**src/rtl/irq_timer_pkg.sv**
```systemverilog
// Constants, field positions and states of the interrupt and timer unit.
// Assumes an 8-bit register port driven by the core's register file logic.
// Overview of operation
// - Six requests, individual and global masking
// - Priority register orders simultaneous pending requests
// - Grant: disable, push PC, flags, jump
// - Request n vector at bytes 2n, 2n+1
// - Request register readable even when masked
// - Comparators feed line one and two requests
// - Line three and coprocessor trigger falling
// - Request bits 7:6 select line edges
// - Two 8-bit counters, 6-bit prescalers
// - Count 1 to 256, end raises request
// - Single pass or modulo-n continuous mode
// - Start, stop, continue, restart from load
// - Counter readable undisturbed, prescaler not readable
// - Timer zero clocked internally only
// - Timer one: internal/4 or external line
// - External input: clock, triggers or gate
// - Timer zero output can clock timer one
// - Timer one input line one, output line six
// - Coprocessor sets request; write one clears
package irq_timer_pkg;

  // Register addresses
  localparam logic [7:0] ADDR_COPROC_CTRL = 8'hEC;
  localparam logic [7:0] ADDR_TIMER_MODE = 8'hF1;
  localparam logic [7:0] ADDR_T1_COUNT = 8'hF2;
  localparam logic [7:0] ADDR_T1_PRESCALE = 8'hF3;
  localparam logic [7:0] ADDR_T0_COUNT = 8'hF4;
  localparam logic [7:0] ADDR_T0_PRESCALE = 8'hF5;
  localparam logic [7:0] ADDR_PRIORITY = 8'hF9;
  localparam logic [7:0] ADDR_REQUEST = 8'hFA;
  localparam logic [7:0] ADDR_MASK = 8'hFB;

  // Request bit positions
  localparam int REQ_LINE2 = 0;
  localparam int REQ_LINE3 = 1;
  localparam int REQ_LINE1 = 2;
  localparam int REQ_COPROC = 3;
  localparam int REQ_T0 = 4;
  localparam int REQ_T1 = 5;
  localparam int NUM_REQ = 6;

  // Request register edge select fields
  localparam int EDGE_SEL_HI = 7;
  localparam int EDGE_SEL_LO = 6;
  // Mask register global enable
  localparam int MASK_GLOBAL = 7;
  // Coprocessor control request flag
  localparam int COPROC_REQ_BIT = 0;

  // Timer mode register fields
  localparam int TM_LOAD0 = 0;
  localparam int TM_EN0 = 1;
  localparam int TM_LOAD1 = 2;
  localparam int TM_EN1 = 3;
  localparam int TM_EXT_LO = 4;
  localparam int TM_EXT_HI = 5;
  localparam int TM_T1_EXT = 6;
  localparam int TM_CASCADE = 7;

  // Prescaler register fields
  localparam int PRE_CONT = 0;
  localparam int PRE_VAL_LO = 2;
  localparam int PRE_VAL_HI = 7;

  // Reset values
  localparam logic [7:0] RST_REG = 8'h00;

  // Internal clock divider for timer ticks
  localparam int INT_CLK_DIV = 4;

  // External timer input modes
  typedef enum logic [1:0] {
    EXT_CLOCK = 2'b00,
    EXT_GATE = 2'b01,
    EXT_TRIG_ONCE = 2'b10,
    EXT_TRIG_RETRIG = 2'b11
  } ext_mode_t;

  // Interrupt machine cycle states
  typedef enum logic [2:0] {
    S_IDLE = 3'b000,
    S_PUSH_PC = 3'b001,
    S_PUSH_FLAGS = 3'b010,
    S_FETCH_HI = 3'b011,
    S_FETCH_LO = 3'b100,
    S_JUMP = 3'b101
  } int_state_t;

endpackage

```
**src/rtl/counter_timer.sv**
```systemverilog
// Down counter with its own prescaler, used for both timers.
// Assumes tick, load and enable are one-clock qualified inputs.
`timescale 1ns/1ns
module counter_timer
  import irq_timer_pkg::*;
#(
  parameter int CNT_W = 8,
  parameter int PRE_W = 6
) (
  // Clock and reset
  input wire logic i_clk,
  input wire logic i_rst,
  // Control
  input wire logic i_tick,
  input wire logic i_load,
  input wire logic i_enable,
  input wire logic i_continuous,
  input wire logic [CNT_W-1:0] i_init,
  input wire logic [PRE_W-1:0] i_prescale,
  // Status
  output logic [CNT_W-1:0] o_count,
  output logic o_end,
  output logic o_running
);

  // Refuse widths the end-of-count compare cannot serve
  if (CNT_W < 2 || PRE_W < 1) begin : g_bad_width
    $error("counter_timer: widths too small");
  end

  logic [PRE_W-1:0] pre; // Prescaler, not visible to software
  logic [PRE_W-1:0] next_pre;
  logic [CNT_W-1:0] next_count;
  logic next_end;
  logic next_running;

  // Prescaler and counter next state
  always_comb begin
    next_pre = pre;
    next_count = o_count;
    next_end = 1'b0;
    next_running = o_running;
    if (i_load) begin
      // Restart from the load value
      next_count = i_init;
      next_pre = i_prescale - 1'b1; // Zero wraps to full divide
      next_running = 1'b1;
    end else if (o_running && i_enable && i_tick) begin
      if (pre == '0) begin
        next_pre = i_prescale - 1'b1;
        // Load of zero counts 256 ticks before ending
        next_count = o_count - 1'b1;
        if (o_count == CNT_W'(1)) begin
          next_end = 1'b1;
          if (i_continuous) begin
            next_count = i_init; // Modulo-n reload
          end else begin
            next_running = 1'b0; // Single pass stops at zero
          end
        end
      end else begin
        next_pre = pre - 1'b1;
      end
    end
  end

  // Register stage
  always_ff @(posedge i_clk or posedge i_rst) begin
    if (i_rst) begin
      pre <= '0;
      o_count <= '0;
      o_end <= 1'b0;
      o_running <= 1'b0;
    end else begin
      pre <= next_pre;
      o_count <= next_count;
      o_end <= next_end;
      o_running <= next_running;
    end
  end

endmodule

```
**src/rtl/vectored_irq_and_timer_unit.sv**
```systemverilog
// Interrupt request, mask, priority and vector logic plus two timers.
// Assumes the core reads and writes registers through a one-cycle port,
// and program memory returns vector bytes one clock after the address.
`timescale 1ns/1ns
module vectored_irq_and_timer_unit
  import irq_timer_pkg::*;
(
  // Clock and reset
  input wire logic i_clk,
  input wire logic i_rst,
  // Register port
  input wire logic [7:0] i_reg_addr,
  input wire logic i_reg_wr,
  input wire logic [7:0] i_reg_wdata,
  output logic [7:0] o_reg_rdata,
  // Port lines and comparators
  input wire logic i_port3_line_one,
  input wire logic i_port3_line_two,
  input wire logic i_port3_line_three,
  input wire logic i_comparator_one_out,
  input wire logic i_comparator_two_out,
  input wire logic i_analog_mode,
  // Coprocessor request, level, acts on falling edge
  input wire logic i_req_from_coprocessor,
  // Core interrupt machine cycle
  input wire logic i_instr_boundary,
  input wire logic [7:0] i_vec_data,
  output logic o_int_cycle,
  output logic o_push_pc,
  output logic o_push_flags,
  output logic o_vec_rd,
  output logic [15:0] o_vec_addr,
  output logic [15:0] o_handler_addr,
  output logic o_jump,
  // Timer one output pin
  output logic o_timer_output
);

  // Edge detector, shared by the line and coprocessor request sources
  function automatic logic edge_hit(input logic prev, input logic cur,
                                    input logic rise_en,
                                    input logic fall_en);
    edge_hit = (rise_en && !prev && cur) || (fall_en && prev && !cur);
  endfunction

  // Software visible state
  logic [7:0] req_reg; // Request register with edge select
  logic [7:0] mask_reg;
  logic [7:0] prio_reg;
  logic [7:0] mode_reg;
  logic [7:0] t0_init;
  logic [7:0] t1_init;
  logic [7:0] t0_pre;
  logic [7:0] t1_pre;
  logic [7:0] next_req_reg;
  logic [7:0] next_mask_reg;
  logic [7:0] next_prio_reg;
  logic [7:0] next_mode_reg;
  logic [7:0] next_t0_init;
  logic [7:0] next_t1_init;
  logic [7:0] next_t0_pre;
  logic [7:0] next_t1_pre;
  logic [7:0] next_rdata;

  // Previous input levels for edge detection
  logic prev_src1;
  logic prev_src2;
  logic prev_src3;
  logic prev_coproc;
  logic prev_ext;

  // Internal clock divided by four
  logic [1:0] div_cnt;
  logic [1:0] next_div_cnt;
  logic div_tick;

  // Timer connections
  logic [7:0] t0_count;
  logic [7:0] t1_count;
  logic t0_end;
  logic t1_end;
  logic t0_running;
  logic t1_running;
  logic t1_tick;
  logic t1_load;
  logic next_timer_output;

  // Interrupt machine
  int_state_t state;
  int_state_t next_state;
  logic [2:0] vec_idx;
  logic [2:0] next_vec_idx;
  logic [7:0] vec_hi;
  logic [7:0] next_vec_hi;
  logic [15:0] next_handler;
  logic grant;
  logic [2:0] grant_idx;
  logic [NUM_REQ-1:0] set_req;
  logic src1;
  logic src2;
  logic ext_rise;
  logic ext_fall;
  logic wr_hit_req;

  // Comparators replace the line one and two request levels in analog mode
  assign src1 = i_analog_mode ? i_comparator_one_out : i_port3_line_one;
  assign src2 = i_analog_mode ? i_comparator_two_out : i_port3_line_two;
  assign div_tick = (div_cnt == 2'(INT_CLK_DIV - 1));
  // Timer one input always comes from line one
  assign ext_rise = !prev_ext && i_port3_line_one;
  assign ext_fall = prev_ext && !i_port3_line_one;
  assign wr_hit_req = i_reg_wr && (i_reg_addr == ADDR_REQUEST);

  // Qualifying events per request
  always_comb begin
    set_req = '0;
    // Edge select table on bits 7:6
    set_req[REQ_LINE1] = edge_hit(prev_src1, src1, req_reg[EDGE_SEL_HI],
      !req_reg[EDGE_SEL_HI] || req_reg[EDGE_SEL_LO]);
    set_req[REQ_LINE2] = edge_hit(prev_src2, src2, req_reg[EDGE_SEL_LO],
      !req_reg[EDGE_SEL_LO] || req_reg[EDGE_SEL_HI]);
    // Falling edges only
    set_req[REQ_LINE3] = edge_hit(prev_src3, i_port3_line_three,
      1'b0, 1'b1);
    set_req[REQ_COPROC] = edge_hit(prev_coproc, i_req_from_coprocessor,
      1'b0, 1'b1);
    set_req[REQ_T0] = t0_end;
    set_req[REQ_T1] = t1_end;
  end

  // Priority pick: scan upward from the top index, wrapping
  always_comb begin
    logic [2:0] top;
    logic [3:0] idx; // One bit more, top plus k reaches ten
    logic [NUM_REQ-1:0] live;
    top = (prio_reg[2:0] < 3'(NUM_REQ)) ? prio_reg[2:0] : 3'h0;
    idx = 4'h0;
    // Masked individually here; the global enable gates the grant below
    live = req_reg[NUM_REQ-1:0] & mask_reg[NUM_REQ-1:0];
    grant = 1'b0;
    grant_idx = 3'h0;
    for (int k = NUM_REQ - 1; k >= 0; k--) begin
      idx = {1'b0, top} + 4'(k);
      if (idx >= 4'(NUM_REQ)) begin
        idx = idx - 4'(NUM_REQ);
      end
      if (live[idx[2:0]]) begin
        grant_idx = idx[2:0]; // Lowest k wins
        grant = 1'b1;
      end
    end
    grant = grant && mask_reg[MASK_GLOBAL] && i_instr_boundary &&
      (state == S_IDLE);
  end

  // Register file next values
  always_comb begin
    next_req_reg = req_reg;
    next_mask_reg = mask_reg;
    next_prio_reg = prio_reg;
    next_mode_reg = mode_reg;
    next_t0_init = t0_init;
    next_t1_init = t1_init;
    next_t0_pre = t0_pre;
    next_t1_pre = t1_pre;
    // Load commands act for one clock only
    next_mode_reg[TM_LOAD0] = 1'b0;
    next_mode_reg[TM_LOAD1] = 1'b0;
    if (i_reg_wr) begin
      unique case (i_reg_addr)
        ADDR_REQUEST: next_req_reg = i_reg_wdata;
        ADDR_MASK: next_mask_reg = i_reg_wdata;
        ADDR_PRIORITY: next_prio_reg = i_reg_wdata;
        // Start, stop, continue, reload
        ADDR_TIMER_MODE: next_mode_reg = i_reg_wdata;
        ADDR_T0_COUNT: next_t0_init = i_reg_wdata;
        ADDR_T1_COUNT: next_t1_init = i_reg_wdata;
        ADDR_T0_PRESCALE: next_t0_pre = i_reg_wdata;
        ADDR_T1_PRESCALE: next_t1_pre = i_reg_wdata;
        ADDR_COPROC_CTRL: begin
          // Write one clears the coprocessor request
          if (i_reg_wdata[COPROC_REQ_BIT]) begin
            next_req_reg[REQ_COPROC] = 1'b0;
          end
        end
        default: begin
          // Other addresses belong elsewhere
        end
      endcase
    end
    if (grant) begin
      // Granted request leaves pending state
      next_req_reg[grant_idx] = 1'b0;
      // Machine cycle blocks further interrupts
      next_mask_reg[MASK_GLOBAL] = 1'b0;
    end
    // Events win over any clear in the same cycle
    next_req_reg[NUM_REQ-1:0] = next_req_reg[NUM_REQ-1:0] | set_req;
  end

  // Read data, registered every clock
  always_comb begin
    next_rdata = 8'h00;
    unique case (i_reg_addr)
      ADDR_REQUEST: next_rdata = req_reg; // Pending even if masked
      ADDR_MASK: next_rdata = mask_reg;
      ADDR_PRIORITY: next_rdata = prio_reg;
      ADDR_TIMER_MODE: next_rdata = mode_reg;
      // Live count, read without side effects
      ADDR_T0_COUNT: next_rdata = t0_count;
      ADDR_T1_COUNT: next_rdata = t1_count;
      ADDR_COPROC_CTRL: next_rdata[COPROC_REQ_BIT] = req_reg[REQ_COPROC];
      // Prescalers read as zero
      default: next_rdata = 8'h00;
    endcase
  end

  // Register file and edge history
  always_ff @(posedge i_clk or posedge i_rst) begin
    if (i_rst) begin
      req_reg <= RST_REG;
      mask_reg <= RST_REG;
      prio_reg <= RST_REG;
      mode_reg <= RST_REG;
      t0_init <= RST_REG;
      t1_init <= RST_REG;
      t0_pre <= RST_REG;
      t1_pre <= RST_REG;
      o_reg_rdata <= RST_REG;
      prev_src1 <= 1'b0;
      prev_src2 <= 1'b0;
      prev_src3 <= 1'b0;
      prev_coproc <= 1'b0;
      prev_ext <= 1'b0;
    end else begin
      req_reg <= next_req_reg;
      mask_reg <= next_mask_reg;
      prio_reg <= next_prio_reg;
      mode_reg <= next_mode_reg;
      t0_init <= next_t0_init;
      t1_init <= next_t1_init;
      t0_pre <= next_t0_pre;
      t1_pre <= next_t1_pre;
      o_reg_rdata <= next_rdata;
      prev_src1 <= src1;
      prev_src2 <= src2;
      prev_src3 <= i_port3_line_three;
      prev_coproc <= i_req_from_coprocessor;
      prev_ext <= i_port3_line_one;
    end
  end

  // Timer one source selection
  always_comb begin
    t1_tick = div_tick;
    t1_load = mode_reg[TM_LOAD1];
    next_div_cnt = div_cnt + 2'h1;
    next_timer_output = o_timer_output ^ t1_end; // Toggle on line six
    if (mode_reg[TM_CASCADE]) begin
      t1_tick = t0_end; // Cascade from timer zero
    end else if (mode_reg[TM_T1_EXT]) begin
      // External line use per mode field
      unique case (ext_mode_t'(mode_reg[TM_EXT_HI:TM_EXT_LO]))
        EXT_CLOCK: t1_tick = ext_rise;
        EXT_GATE: t1_tick = div_tick && i_port3_line_one;
        EXT_TRIG_ONCE: t1_load = t1_load || (ext_fall && !t1_running);
        EXT_TRIG_RETRIG: t1_load = t1_load || ext_fall;
      endcase
    end
  end

  // Divider and output pin
  always_ff @(posedge i_clk or posedge i_rst) begin
    if (i_rst) begin
      div_cnt <= 2'h0;
      o_timer_output <= 1'b0;
    end else begin
      div_cnt <= next_div_cnt;
      o_timer_output <= next_timer_output;
    end
  end

  // Timer zero: internal clock only
  counter_timer #(.CNT_W(8), .PRE_W(6)) u_timer_zero (
    .i_clk(i_clk),
    .i_rst(i_rst),
    .i_tick(div_tick),
    .i_load(mode_reg[TM_LOAD0]),
    .i_enable(mode_reg[TM_EN0]),
    .i_continuous(t0_pre[PRE_CONT]),
    .i_init(t0_init),
    .i_prescale(t0_pre[PRE_VAL_HI:PRE_VAL_LO]),
    .o_count(t0_count),
    .o_end(t0_end),
    .o_running(t0_running)
  );

  // Timer one
  counter_timer #(.CNT_W(8), .PRE_W(6)) u_timer_one (
    .i_clk(i_clk),
    .i_rst(i_rst),
    .i_tick(t1_tick),
    .i_load(t1_load),
    .i_enable(mode_reg[TM_EN1]),
    .i_continuous(t1_pre[PRE_CONT]),
    .i_init(t1_init),
    .i_prescale(t1_pre[PRE_VAL_HI:PRE_VAL_LO]),
    .o_count(t1_count),
    .o_end(t1_end),
    .o_running(t1_running)
  );

  // Interrupt machine cycle sequencing
  always_comb begin
    next_state = state;
    next_vec_idx = vec_idx;
    next_vec_hi = vec_hi;
    next_handler = o_handler_addr;
    unique case (state)
      S_IDLE: begin
        if (grant) begin
          next_state = S_PUSH_PC;
          next_vec_idx = grant_idx;
        end
      end
      S_PUSH_PC: next_state = S_PUSH_FLAGS; // Program counter first
      S_PUSH_FLAGS: next_state = S_FETCH_HI;
      S_FETCH_HI: next_state = S_FETCH_LO;
      S_FETCH_LO: begin
        next_vec_hi = i_vec_data; // Byte 2n arrives now
        next_state = S_JUMP;
      end
      S_JUMP: begin
        next_handler = {vec_hi, i_vec_data}; // 16-bit address
        next_state = S_IDLE;
      end
      default: next_state = S_IDLE; // Illegal codes recover
    endcase
  end

  // Machine state and strobes, all taken from flip-flops
  always_ff @(posedge i_clk or posedge i_rst) begin
    if (i_rst) begin
      state <= S_IDLE;
      vec_idx <= 3'h0;
      vec_hi <= 8'h00;
      o_handler_addr <= 16'h0000;
      o_int_cycle <= 1'b0;
      o_push_pc <= 1'b0;
      o_push_flags <= 1'b0;
      o_vec_rd <= 1'b0;
      o_vec_addr <= 16'h0000;
      o_jump <= 1'b0;
    end else begin
      state <= next_state;
      vec_idx <= next_vec_idx;
      vec_hi <= next_vec_hi;
      o_handler_addr <= next_handler;
      o_int_cycle <= (next_state != S_IDLE);
      o_push_pc <= (next_state == S_PUSH_PC);
      o_push_flags <= (next_state == S_PUSH_FLAGS);
      o_vec_rd <= (next_state == S_FETCH_HI) ||
        (next_state == S_FETCH_LO);
      // Vector pair at bytes 2n and 2n+1
      o_vec_addr <= {12'h000, next_vec_idx, next_state == S_FETCH_LO};
      o_jump <= (state == S_JUMP);
    end
  end

endmodule

```
**config.mk**
```make
export PLATFORM = sky130hd
export DESIGN_NAME = vectored_irq_and_timer_unit
export DESIGN_NICKNAME = d
export VERILOG_FILES = /design/src/rtl/irq_timer_pkg.sv /design/src/rtl/counter_timer.sv /design/src/rtl/vectored_irq_and_timer_unit.sv
export SDC_FILE = /design/constraint.sdc
export NUM_CORES = 1
export LEC_CHECK = 0
export BUFFER_PORTS_ARGS = -buffer_cell sky130_fd_sc_hd__buf_2
export CAP_MARGIN = 5
export CORE_MARGIN = 3
export CORE_UTILIZATION = 56
export CTS_CLUSTER_SIZE = 28
export DETAILED_ROUTE_END_ITERATION = 6
export GPL_TIMING_DRIVEN = 0
export PLACE_DENSITY = 0.72
export SYNTH_ARGS = -nofsm -noshare
export SYNTH_HDL_FRONTEND = slang
export SYNTH_SLANG_ARGS = --single-unit
export TNS_END_PERCENT = 20
```
**constraint.sdc**
```tcl
create_clock -name i_clk -period 9.9 [get_ports i_clk]
set_input_delay 1.485 -clock i_clk [delete_from_list [all_inputs] [get_ports i_clk]]
set_output_delay 1.485 -clock i_clk [all_outputs]
set_load 0.02 [all_outputs]
```
==> flow_metrics.py, run 1 <==
metrics = {
    "outcome": {
        "status": "finished, final reports clean",
    },
    "final_layout": {
        "fillers": 1091,
        "top_register": "o_handler_addr",
        "fin_util_pct": 66.8,
        "drive_gt1_share_pct": 23.6,
        "num_antenna_cells": 0,
        "syn2layout_area_growth_pct": 15.4,
        "largest_register_ffs": 16,
        "final_nets": 917,
    },
    "die": {
        "fp-row-count": 42,
        "start_util_pct": 57.9,
        "fp.dieArea_sq_mm": 0.0153,
        "die_h_um": 124,
        "die_w_um": 124,
        "coreArea_sq_mm": 0.0134,
        "ioPinCount": 81,
    },
    "cts": {
        "h-tree-depth": 4,
        "path_clk_slew_ps": 60,
        "postCtsHoldBufs": 0,
        "post_cts_resized": 0,
        "ctsLongestPathBuffers": 2,
        "clock-sinks": 146,
        "post_cts_buffers": 0,
        "cts_tree": "done",
        "numCtsBuffers": 17,
        "root_buffer": "clkbuf_16",
        "clock_latency_ps": 440,
    },
    "grt": {
        "grt_max_degree": 94,
        "grt.overflow.total": 0,
        "antenna_found_initial": 0,
        "grt_pass1_vias": 6076,
        "grt.total_usage_pct": 25.9,
        "grt_pass1_wl_mm": 30.4,
    },
    "sta": {
        "hold_viol_final": 0,
        "slew_violations": 0,
        "skew_ps": 6.51,
        "post-route-period-util_pct": 39.5,
        "max_freq_ghz": 0.256,
        "relSlewSlack_pct": 26.0,
        "period_minus_slack_ps": 3910,
        "tightest_slew_ps": 1100,
        "grt_setup_unrepaired": "no",
        "setup_viol": 0,
        "timing.setup.tns_ps": 0,
    },
    "critical_path": {
        "crit_type": "reg -> reg",
        "r2r-start": "prio_reg[1]",
        "rr_worst_depth": 14,
        "arrival_ps": 4190,
        "path_cells": "ha_1, nor2b_4, buf_6, buf_4, ha_1, buf_2, nand2b_1, mux2i_2, mux2i_1, a21oi_1, o21ai_0, o31ai_2, a2bb2oi_1, o21ai_0",
        "cp_slowest_cell": "o31ai_2",
        "crit_path_end_kind": "flop",
        "worstPathRequired_ps": 10190,
        "startpoint_type": "flop",
        "regToRegEndpoint": "req_reg[3]",
        "crit_path_max_fanout": 10,
        "crit_path_max_incr_delay_ps": 540,
        "r2r_slack_ps": 5990,
    },
    "placement": {
        "dp_hpwl_mm": 13.3,
        "place_congestion": 0.866,
        "portBuffers": 66,
    },
    "power": {
        "irDropWorstVdd_v": 0.000179,
        "pwr-share-comb_pct": 21.1,
        "leakage_uw": 0.00435,
        "internal_power_uw": 1150,
        "power_frac_clock_pct": 36.2,
        "p_sw_uw": 552,
        "seq_power_share_pct": 42.7,
        "powerDensity_mw_per_mm2": 190,
        "switching_share_pct": 32.4,
    },
    "route": {
        "final_antenna_net_count": 0,
        "wl_mm": 18.8,
        "wl_per_cell_um": 17.9,
        "drc": 0,
        "first_iter_violations": 583,
        "vias_per_cell": 5.94,
        "via_count": 6265,
        "first_pass_iters": 5,
    },
    "min_path": {
        "min_path_cells": 1,
        "min_from": "div_cnt[0]",
        "hp-class": "reg -> reg",
        "min_to": "div_cnt[0]",
    },
    "synthesis": {
        "yosys.area.top_type": "dfrtp_1",
        "ys_async_sr_fraction_pct": 100,
        "syn-cell-area_sq_mm": 0.00776,
        "synth_area_leaders": "dfrtp_1 47%, mux2_2 9.4%, nand2_1 5.0%",
        "ys_types": 78,
        "synthCells": 767,
        "synth_top_area_share_pct": 47.1,
        "avgSynthCellArea_sq_um": 10.1,
        "synth_commonest_cells": "146 x dfrtp_1, 103 x nand2_1, 65 x mux2_2",
        "synth.most_common_cell": "dfrtp_1",
        "synth-edff-count": 0,
        "synthFlopType": "dfrtp_1",
        "ys_seq_area_share_pct": 47.1,
        "ys_ff_latch": 146,
        "ys_warn_count": 0,
    },
    "flow_run": {
        "drv_cap": 0,
    },
}
[area by class of cell]
cell class	count	area (sq um)	area share (%)
plain buffers	41	216	2.42
clock buffers	17	425	4.75
clock inverters	15	141	1.58
inverters	31	121	1.36
multi-input cells	560	3810	42.6
flip-flops and latches	146	3650	40.8
well taps	176	220	2.46
repair buffers	68	363	4.05
[metal layers]
metal	part of all wire [%]	routed length, um	up-vias	global-route usage [%]
li1	-	-	2923	-
met1	43	8100	3080	34.2
met2	49	9150	232	42.2
met3	6.7	1270	30	7.08
met4	1.7	314	0	6.99
met5	0	0	-	0
[kinds of logic after synthesis]
| family | Yosys count | synth area share (%) |
|---|---|---|
| multiplexers | 82 | 12.2 |
| AND/OR/NAND/NOR | 262 | 16.3 |
| buffers and inverters | 72 | 4.29 |
| AO/OA/AOI/OAI | 172 | 15.6 |
| other | 1 | 0.0483 |
| flip-flops | 146 | 47.1 |
| XOR/XNOR | 15 | 1.69 |
| adder cells (fa/ha/maj) | 17 | 2.74 |
[how the worst max path moves through the flow]
stage	from	end	cells past startpoint
6_report	prio_reg[1]	req_reg[3]	14
5_1_grt	prio_reg[1]	req_reg[3]	14
4_1_cts	prio_reg[1]	req_reg[3]	14
3_5_place_dp	i_reg_addr[6]	t0_init[7]	8
3_3_place_gp	i_rst	vec_hi[3]	2
2_1_floorplan	i_rst	div_cnt[0]	1
[through the flow]
step,worst slack (ps),instances,hold WS [ps],instance area [sq um],power [uW]
2_1_floorplan,4490,778,401,7800,980
3_3_place_gp,3100,1020,412,8350,1080
3_5_place_dp,6040,1021,437,8380,1100
4_1_cts,6070,1053,445,8950,1710
5_1_grt,5780,1054,459,8950,1790
6_report,5990,1054,437,8950,1700
[cell usage in the layout, fill, tap and decap left out, drive strengths merged, types with 6 or more instances in the layout]
| master | instances |
|---|---|
| a221o | 9 |
| a22o | 17 |
| mux2 | 66 |
| nand2 | 103 |
| o22ai | 7 |
| nor2b | 15 |
| clkbuf | 41 |
| nor3 | 21 |
| conb | 12 |
| dfrtp | 146 |
| inv | 39 |
| nor2 | 52 |
| and2 | 8 |
| a22oi | 7 |
| nand3b | 8 |
| a31oi | 12 |
| a211oi | 8 |
| xnor2 | 6 |
| xor2 | 9 |
| o21ai | 47 |
| a21oi | 34 |
| nand2b | 9 |
| nand3 | 14 |
| mux2i | 13 |
| ha | 17 |
| buf | 85 |
[power groups by stage]
stage / Combinational, uW / Clock, uW / Sequential [uW]
after floorplan: 202 / 0 / 778
after global placement: 346 / 0 / 732
after detailed placement: 359 / 0 / 736
after CTS: 362 / 622 / 727
after global routing: 398 / 653 / 737
final: 359 / 617 / 727
[worst max-delay path: cells and delay by family, from the launching register on]
kind | cells | cell delay, ps
simple gates | 2 | 310
compound gates | 5 | 1380
mux | 2 | 460
fa+ha+maj | 2 | 580
flops | 1 | 480
buf+inv | 3 | 530
Note: power is estimated with default switching activity, not from simulation.
==> inputs of run 2 (changes only) <==
--- a/config.mk
+++ b/config.mk
@@ -8,11 +8,11 @@
 export BUFFER_PORTS_ARGS = -buffer_cell sky130_fd_sc_hd__buf_2
 export CAP_MARGIN = 5
 export CORE_MARGIN = 3
-export CORE_UTILIZATION = 56
+export CORE_UTILIZATION = 54
 export CTS_CLUSTER_SIZE = 28
 export DETAILED_ROUTE_END_ITERATION = 6
 export GPL_TIMING_DRIVEN = 0
-export PLACE_DENSITY = 0.72
+export PLACE_DENSITY = 0.73
 export SYNTH_ARGS = -nofsm -noshare
 export SYNTH_HDL_FRONTEND = slang
 export SYNTH_SLANG_ARGS = --single-unit
==> constraint.sdc (replaced) <==
create_clock -name i_clk -period 3.4 [get_ports i_clk]
set_input_delay 0.51 -clock i_clk [delete_from_list [all_inputs] [get_ports i_clk]]
set_output_delay 0.51 -clock i_clk [all_outputs]
set_load 0.02 [all_outputs]
==> run 2 against run 1 <==
Net effect: worst setup slack got worse by 5800 ps; wire length rose by 0.80%; flip-flop and latch count did not move; sequential power rose to 2.9 times the previous value; total power rose to 2.9 times the previous value; combinational power rose to 3.0 times the previous value; non-clock buffer count rose by 7; critical path depth did not move; die area rose by 3.5%; final cell count rose by 0.95%.
==> flow_metrics.py, run 2 (synthesis results as in run 1) <==
metrics = {
    "route": {
        "wl_per_cell_um": 17.8,
        "first_pass_iters": 5,
        "drc": 0,
        "first_iter_violations": 551,
        "wl_mm": 19.0,
        "final_antenna_net_count": 0,
        "vias_per_cell": 5.82,
        "via_count": 6196,
    },
    "critical_path": {
        "crit_path_end_kind": "flop",
        "r2r-start": "prio_reg[1]",
        "arrival_ps": 3550,
        "critPathLaunch": "prio_reg[1]",
        "startpoint_type": "flop",
        "crit_buf_inv": 3,
        "cp_slowest_cell": "dfrtp_2",
        "worstPathRequired_ps": 3700,
        "crit_path_max_fanout": 18,
        "cp.depth": 14,
        "cp_top_family": "simple AND/OR/NAND/NOR gates",
        "crit_path_max_incr_delay_ps": 430,
        "rr_worst_depth": 14,
        "crit_type": "reg -> reg",
        "path_cells": "ha_2, nor2b_4, buf_12, ha_1, clkbuf_4, xor2_1, mux2i_4, mux2i_1, a21oi_2, and2_1, a31o_2, inv_2, and4_4, a31oi_4",
    },
    "min_path": {
        "hp-class": "in -> reg",
        "min_path_cells": 1,
        "min_from": "i_port3_line_three",
    },
    "die": {
        "die_h_um": 126,
        "die_w_um": 126,
        "fp-row-count": 43,
        "fp.dieArea_sq_mm": 0.0158,
        "coreArea_sq_mm": 0.0140,
        "start_util_pct": 55.4,
        "ioPinCount": 81,
    },
    "grt": {
        "grt.overflow.total": 0,
        "antenna_found_initial": 0,
        "grt_max_degree": 42,
        "grt.total_usage_pct": 24.4,
        "grt_pass1_vias": 6206,
        "grt_pass1_wl_mm": 31.1,
    },
    "final_layout": {
        "syn2layout_area_growth_pct": 17.1,
        "fin_util_pct": 64.9,
        "top_register": "o_handler_addr",
        "largest_register_ffs": 16,
        "layout_common_cells": "144 x dfrtp_1, 103 x nand2_1, 67 x buf_2",
        "final_nets": 924,
        "final_common_cell": "dfrtp_1",
        "num_antenna_cells": 0,
        "drive_gt1_share_pct": 24.8,
    },
    "sta": {
        "period_minus_slack_ps": 3250,
        "grt_setup_unrepaired": "no",
        "skew_ps": 9.46,
        "post-route-period-util_pct": 95.5,
        "slew_violations": 0,
        "setup_viol": 0,
        "hold_viol_final": 0,
        "fin_ws_ps": 154,
        "timing.setup.tns_ps": 0,
        "relSlewSlack_pct": 16.2,
        "tightest_slew_ps": 1250,
        "max_freq_ghz": 0.308,
    },
    "power": {
        "powerDensity_mw_per_mm2": 551,
        "seq_power_share_pct": 42.3,
        "switching_share_pct": 30.9,
        "leakage_uw": 0.00439,
        "power_frac_clock_pct": 36.2,
        "p_sw_uw": 1550,
        "finalPower_uw": 5000,
        "internal_power_uw": 3460,
        "pwr-share-comb_pct": 21.5,
        "irDropWorstVdd_v": 0.000494,
    },
    "outcome": {
        "status": "finished, final reports clean",
    },
    "placement": {
        "portBuffers": 66,
        "place_congestion": 0.937,
        "dp_hpwl_mm": 13.6,
        "pre_cts_slack_ps": -253,
    },
    "cts": {
        "numCtsBuffers": 17,
        "cts_tree": "done",
        "path_clk_slew_ps": 60,
        "clock-sinks": 146,
        "h-tree-depth": 4,
        "ctsLongestPathBuffers": 2,
        "postCtsHoldBufs": 0,
        "root_buffer": "clkbuf_16",
        "clock_latency_ps": 430,
    },
    "flow_run": {
        "drv_cap": 0,
    },
}
[run 2: changes by cell type in the layout (fill, tap and decap cells not counted), sizes merged]
cell	before	now
inv	39	32
buf	85	91
clkbuf	41	44
clkinvlp	2	3
clkinv	5	7
bufinv	0	1
[run 2: per-layer routing]
layer / track usage (%) / share of wire [%] / vias to the layer above
met5: 0 / 0 / -
met4: 7.95 / 2.1 / 0
met3: 5.22 / 5.1 / 38
met2: 41.0 / 48 / 193
met1: 31.9 / 45 / 3027
li1: - / - / 2938
[run 2: worst paths after layout]
path / endpoint / slack, ps
setup / recovery: req_reg[4] / 150
hold / removal: prev_src3 / 220
setup reg to reg: req_reg[4] / 150
hold reg to reg: div_cnt[0] / 450
max in group asynchronous: prio_reg[2] / 2490
min in group asynchronous: o_handler_addr[0] / 230
[run 2: metrics by stage]
step	instances	instance area, sq um	hold slack [ps]
global route	1064	9080	207
detailed placement	1027	8420	448
CTS	1060	9030	205
finish	1064	9080	219
floorplan	778	7800	401
global placement	1024	8360	412
[run 2: repair_timing]
action                     4_1_cts  5_1_grt
setup endpoints to repair        9        8
pin swaps                        1        0
resized for setup                5        5
buffers inserted                 3        4
[run 2: final cells by class]
| class | count | area (sq um) |
|---|---|---|
| repair buffers | 76 | 443 |
| multi-input cells | 560 | 3840 |
| clock inverters | 12 | 126 |
| plain buffers | 40 | 220 |
| well taps | 180 | 225 |
| flip-flops and latches | 146 | 3660 |
| clock buffers | 19 | 453 |
| fillers | 1129 | 4910 |
| inverters | 31 | 120 |
[run 2: power groups by stage]
stage / combinational, uW / clock (uW) / sequential [uW]
3_3_place_gp: 1010 / 0 / 2130
2_1_floorplan: 590 / 0 / 2260
4_1_cts: 1070 / 1840 / 2120
5_1_grt: 1190 / 1930 / 2140
6_report: 1080 / 1810 / 2110
3_5_place_dp: 1050 / 0 / 2140
==> inputs of run 3 (changes only) <==
--- a/config.mk
+++ b/config.mk
@@ -15,5 +15,6 @@
 export PLACE_DENSITY = 0.73
 export SYNTH_ARGS = -nofsm -noshare
 export SYNTH_HDL_FRONTEND = slang
+export SYNTH_HIERARCHICAL = 1
 export SYNTH_SLANG_ARGS = --single-unit
 export TNS_END_PERCENT = 20
==> run 3 against run 2 <==
Net effect: global-route usage grew 2.1 points; area after synthesis grew 2.9%; non-clock buffer count shrank 5; first-iteration DRC count shrank 30%; synthesized cell count shrank 0.78%; fmax shrank 2.5%; register-to-register slack lost 80 ps; utilization grew 1.6 points.
==> flow_metrics.py, run 3 <==
metrics = {
    "outcome": {
        "status": "finished, final reports clean",
    },
    "cts": {
        "numCtsBuffers": 17,
        "root_buffer": "clkbuf_16",
        "ctsLongestPathBuffers": 2,
        "postCtsHoldBufs": 0,
        "clock_latency_ps": 420,
        "path_clk_slew_ps": 60,
        "clock-sinks": 146,
        "h-tree-depth": 4,
        "cts_tree": "done",
    },
    "synthesis": {
        "ys_ff_latch": 146,
        "synthFlopType": "dfrtp_1",
        "yosys.area.top_type": "dfrtp_1",
        "synth_commonest_cells": "146 x dfrtp_1, 100 x nand2_1, 69 x mux2_2",
        "synth-edff-count": 0,
        "ys_seq_area_share_pct": 45.8,
        "ys_warn_count": 6,
        "syn-cell-area_sq_mm": 0.00798,
        "synthCells": 761,
        "ys_types": 80,
        "synth_area_leaders": "dfrtp_1 46%, mux2_2 9.7%, nand2_1 4.7%",
        "avgSynthCellArea_sq_um": 10.5,
        "synth_top_area_share_pct": 45.8,
        "ys_async_sr_fraction_pct": 100,
        "synth.most_common_cell": "dfrtp_1",
    },
    "sta": {
        "tightest_slew_ps": 1060,
        "holdWs_ps": 215,
        "post-route-period-util_pct": 97.9,
        "skew_ps": 9.59,
        "max_freq_ghz": 0.300,
        "period_minus_slack_ps": 3330,
        "hold_viol_final": 0,
        "slew_violations": 0,
        "grt_setup_unrepaired": "yes",
        "timing.setup.tns_ps": 0,
        "relSlewSlack_pct": 29.1,
        "setup_viol": 0,
    },
    "final_layout": {
        "multiInputGateArea_sq_mm": 0.00411,
        "layout_common_cells": "146 x dfrtp_1, 99 x nand2_1, 69 x mux2_2, 69 x buf_2, 34 x inv_1",
        "drive_gt1_share_pct": 27.5,
        "final_cell_area_sq_mm": 0.00942,
        "fillers": 1104,
        "num_antenna_cells": 0,
        "regArea_sq_mm": 0.00365,
        "syn2layout_area_growth_pct": 18.0,
        "largest_register_ffs": 16,
        "final_common_cell": "dfrtp_1",
        "top_register": "o_handler_addr",
        "final_nets": 920,
    },
    "die": {
        "start_util_pct": 56.4,
        "fp-row-count": 43,
        "fp.dieArea_sq_mm": 0.0163,
        "coreArea_sq_mm": 0.0141,
        "ioPinCount": 81,
        "die_w_um": 128,
        "die_h_um": 128,
    },
    "min_path": {
        "min_path_cells": 1,
        "min_from": "i_req_from_coprocessor",
        "hp-class": "in -> reg",
        "min_to": "prev_coproc",
    },
    "grt": {
        "antenna_found_initial": 2,
        "grt_max_degree": 40,
        "grt_pass1_vias": 6474,
        "grt.total_usage_pct": 26.5,
        "grt.overflow.total": 0,
        "grt_pass1_wl_mm": 33.8,
    },
    "power": {
        "irDropWorstVdd_v": 0.000625,
        "leakage_uw": 0.00455,
        "powerDensity_mw_per_mm2": 569,
        "finalPower_uw": 5350,
    },
    "critical_path": {
        "crit_path_end_kind": "flop",
        "cp_top_family": "simple AND/OR/NAND/NOR gates",
        "path_cells": "ha_4, nand2b_2, inv_4, ha_1, inv_1, ha_4, nand3b_1, nand2_2, mux2_2, a2bb2oi_2, a31oi_1, or4_4, nand2_4, a31oi_1, a311o_1",
        "regToRegEndpoint": "req_reg[2]",
        "worstPathRequired_ps": 3700,
        "crit_buf_inv": 2,
        "crit_type": "reg -> reg",
        "cp_slowest_cell": "or4_4",
        "arrival_ps": 3630,
        "crit_path_max_fanout": 7,
        "startpoint_type": "flop",
        "crit_path_max_incr_delay_ps": 460,
        "r2r_slack_ps": 70,
        "r2r-start": "prio_reg[1]",
        "rr_worst_depth": 15,
    },
    "route": {
        "wl_mm": 21.2,
        "first_iter_violations": 386,
        "wl_per_cell_um": 20.1,
        "via_count": 6438,
        "vias_per_cell": 6.08,
        "final_antenna_net_count": 0,
        "drc": 0,
        "first_pass_iters": 7,
    },
    "placement": {
        "portBuffers": 67,
        "place_congestion": 0.977,
        "place_area_sq_mm": 0.00863,
        "dp_hpwl_mm": 15.3,
    },
    "flow_run": {
        "drv_cap": 0,
    },
}
==> run 3: changes by cell type in the layout (fill, tap and decap cells not counted), moves of 7 or more <==
cell | previous run | this run
a221o_1 | 9 | 0
mux2i_1 | 12 | 22
xor2_1 | 9 | 1
nor2_1 | 52 | 23
o21ai_0 | 46 | 31
o2bb2ai_1 | 0 | 10
a21o_1 | 2 | 9
a22o_1 | 17 | 10
and2_1 | 8 | 1
xnor2_1 | 6 | 13
a22oi_1 | 6 | 18
==> run 3: repair_timing <==
item / in CTS / in global routing
buffers inserted: 0 / 6
setup endpoints to repair: 9 / 10
pin swaps: 1 / 3
gates resized for setup: 7 / 11
==> run 3: worst max path at each step <==
stage / from / to / cells past startpoint
CTS: prio_reg[2] / req_reg[2] / 13
detailed placement: prio_reg[1] / o_int_cycle / 11
global placement: prio_reg[1] / o_int_cycle / 11
global route: prio_reg[1] / o_int_cycle / 14
floorplan: prio_reg[1] / req_reg[2] / 14
finish: prio_reg[1] / req_reg[2] / 15
==> run 3: logic make-up (layout without fill, tap and decap cells) <==
kind of cell	after synthesis	count (layout)	synth area share, %
AND/OR/NAND/NOR	234	234	15.5
XOR/XNOR	14	14	1.54
adder cells (fa/ha/maj)	19	19	2.98
AO/OA/AOI/OAI	175	175	16.3
other	1	12	0.0470
flip-flops	146	146	45.8
multiplexers	96	96	13.4
buffers and inverters	76	183	4.48
==> run 3: per-stage QoR <==
step	worst slack, ps	utilization (%)	instances
after floorplan	269	-	772
after global placement	-74.1	60.7	1019
after detailed placement	-179	61.0	1021
after CTS	26.0	65.7	1053
after global routing	-68.3	66.5	1059
final	71.5	66.5	1059
==> run 3: per-layer routing <==
metal	track usage, %	up-vias	part of all wire, %
li1	-	2956	-
met1	33.2	3194	41
met2	44.2	235	49
met3	5.89	49	6.6
met4	11.7	4	3.3
met5	0	-	0.10
==> run 3: cell type report <==
type | count | area share, %
multi-input combinational | 550 | 43.6
sequential | 146 | 38.8
clock buffer | 18 | 4.56
timing repair buffer | 75 | 4.46
tap | 180 | 2.39
clock inverter | 14 | 2.26
buffer | 36 | 2.22
inverter | 40 | 1.66
==> run 3: worst reg2reg max path: cells and delay by family (launching register included) <==
kind,cells,cell delay (ps)
multiplexers,1,380
buffers and inverters,2,170
AO/OA/AOI/OAI,4,660
flip-flops,1,450
adder cells (fa/ha/maj),3,510
AND/OR/NAND/NOR,5,1040
==> run 3: where the power goes <==
group / internal [uW] / switching [uW]
combinational: 469 / 714
sequential: 1980 / 166
clock: 1300 / 723
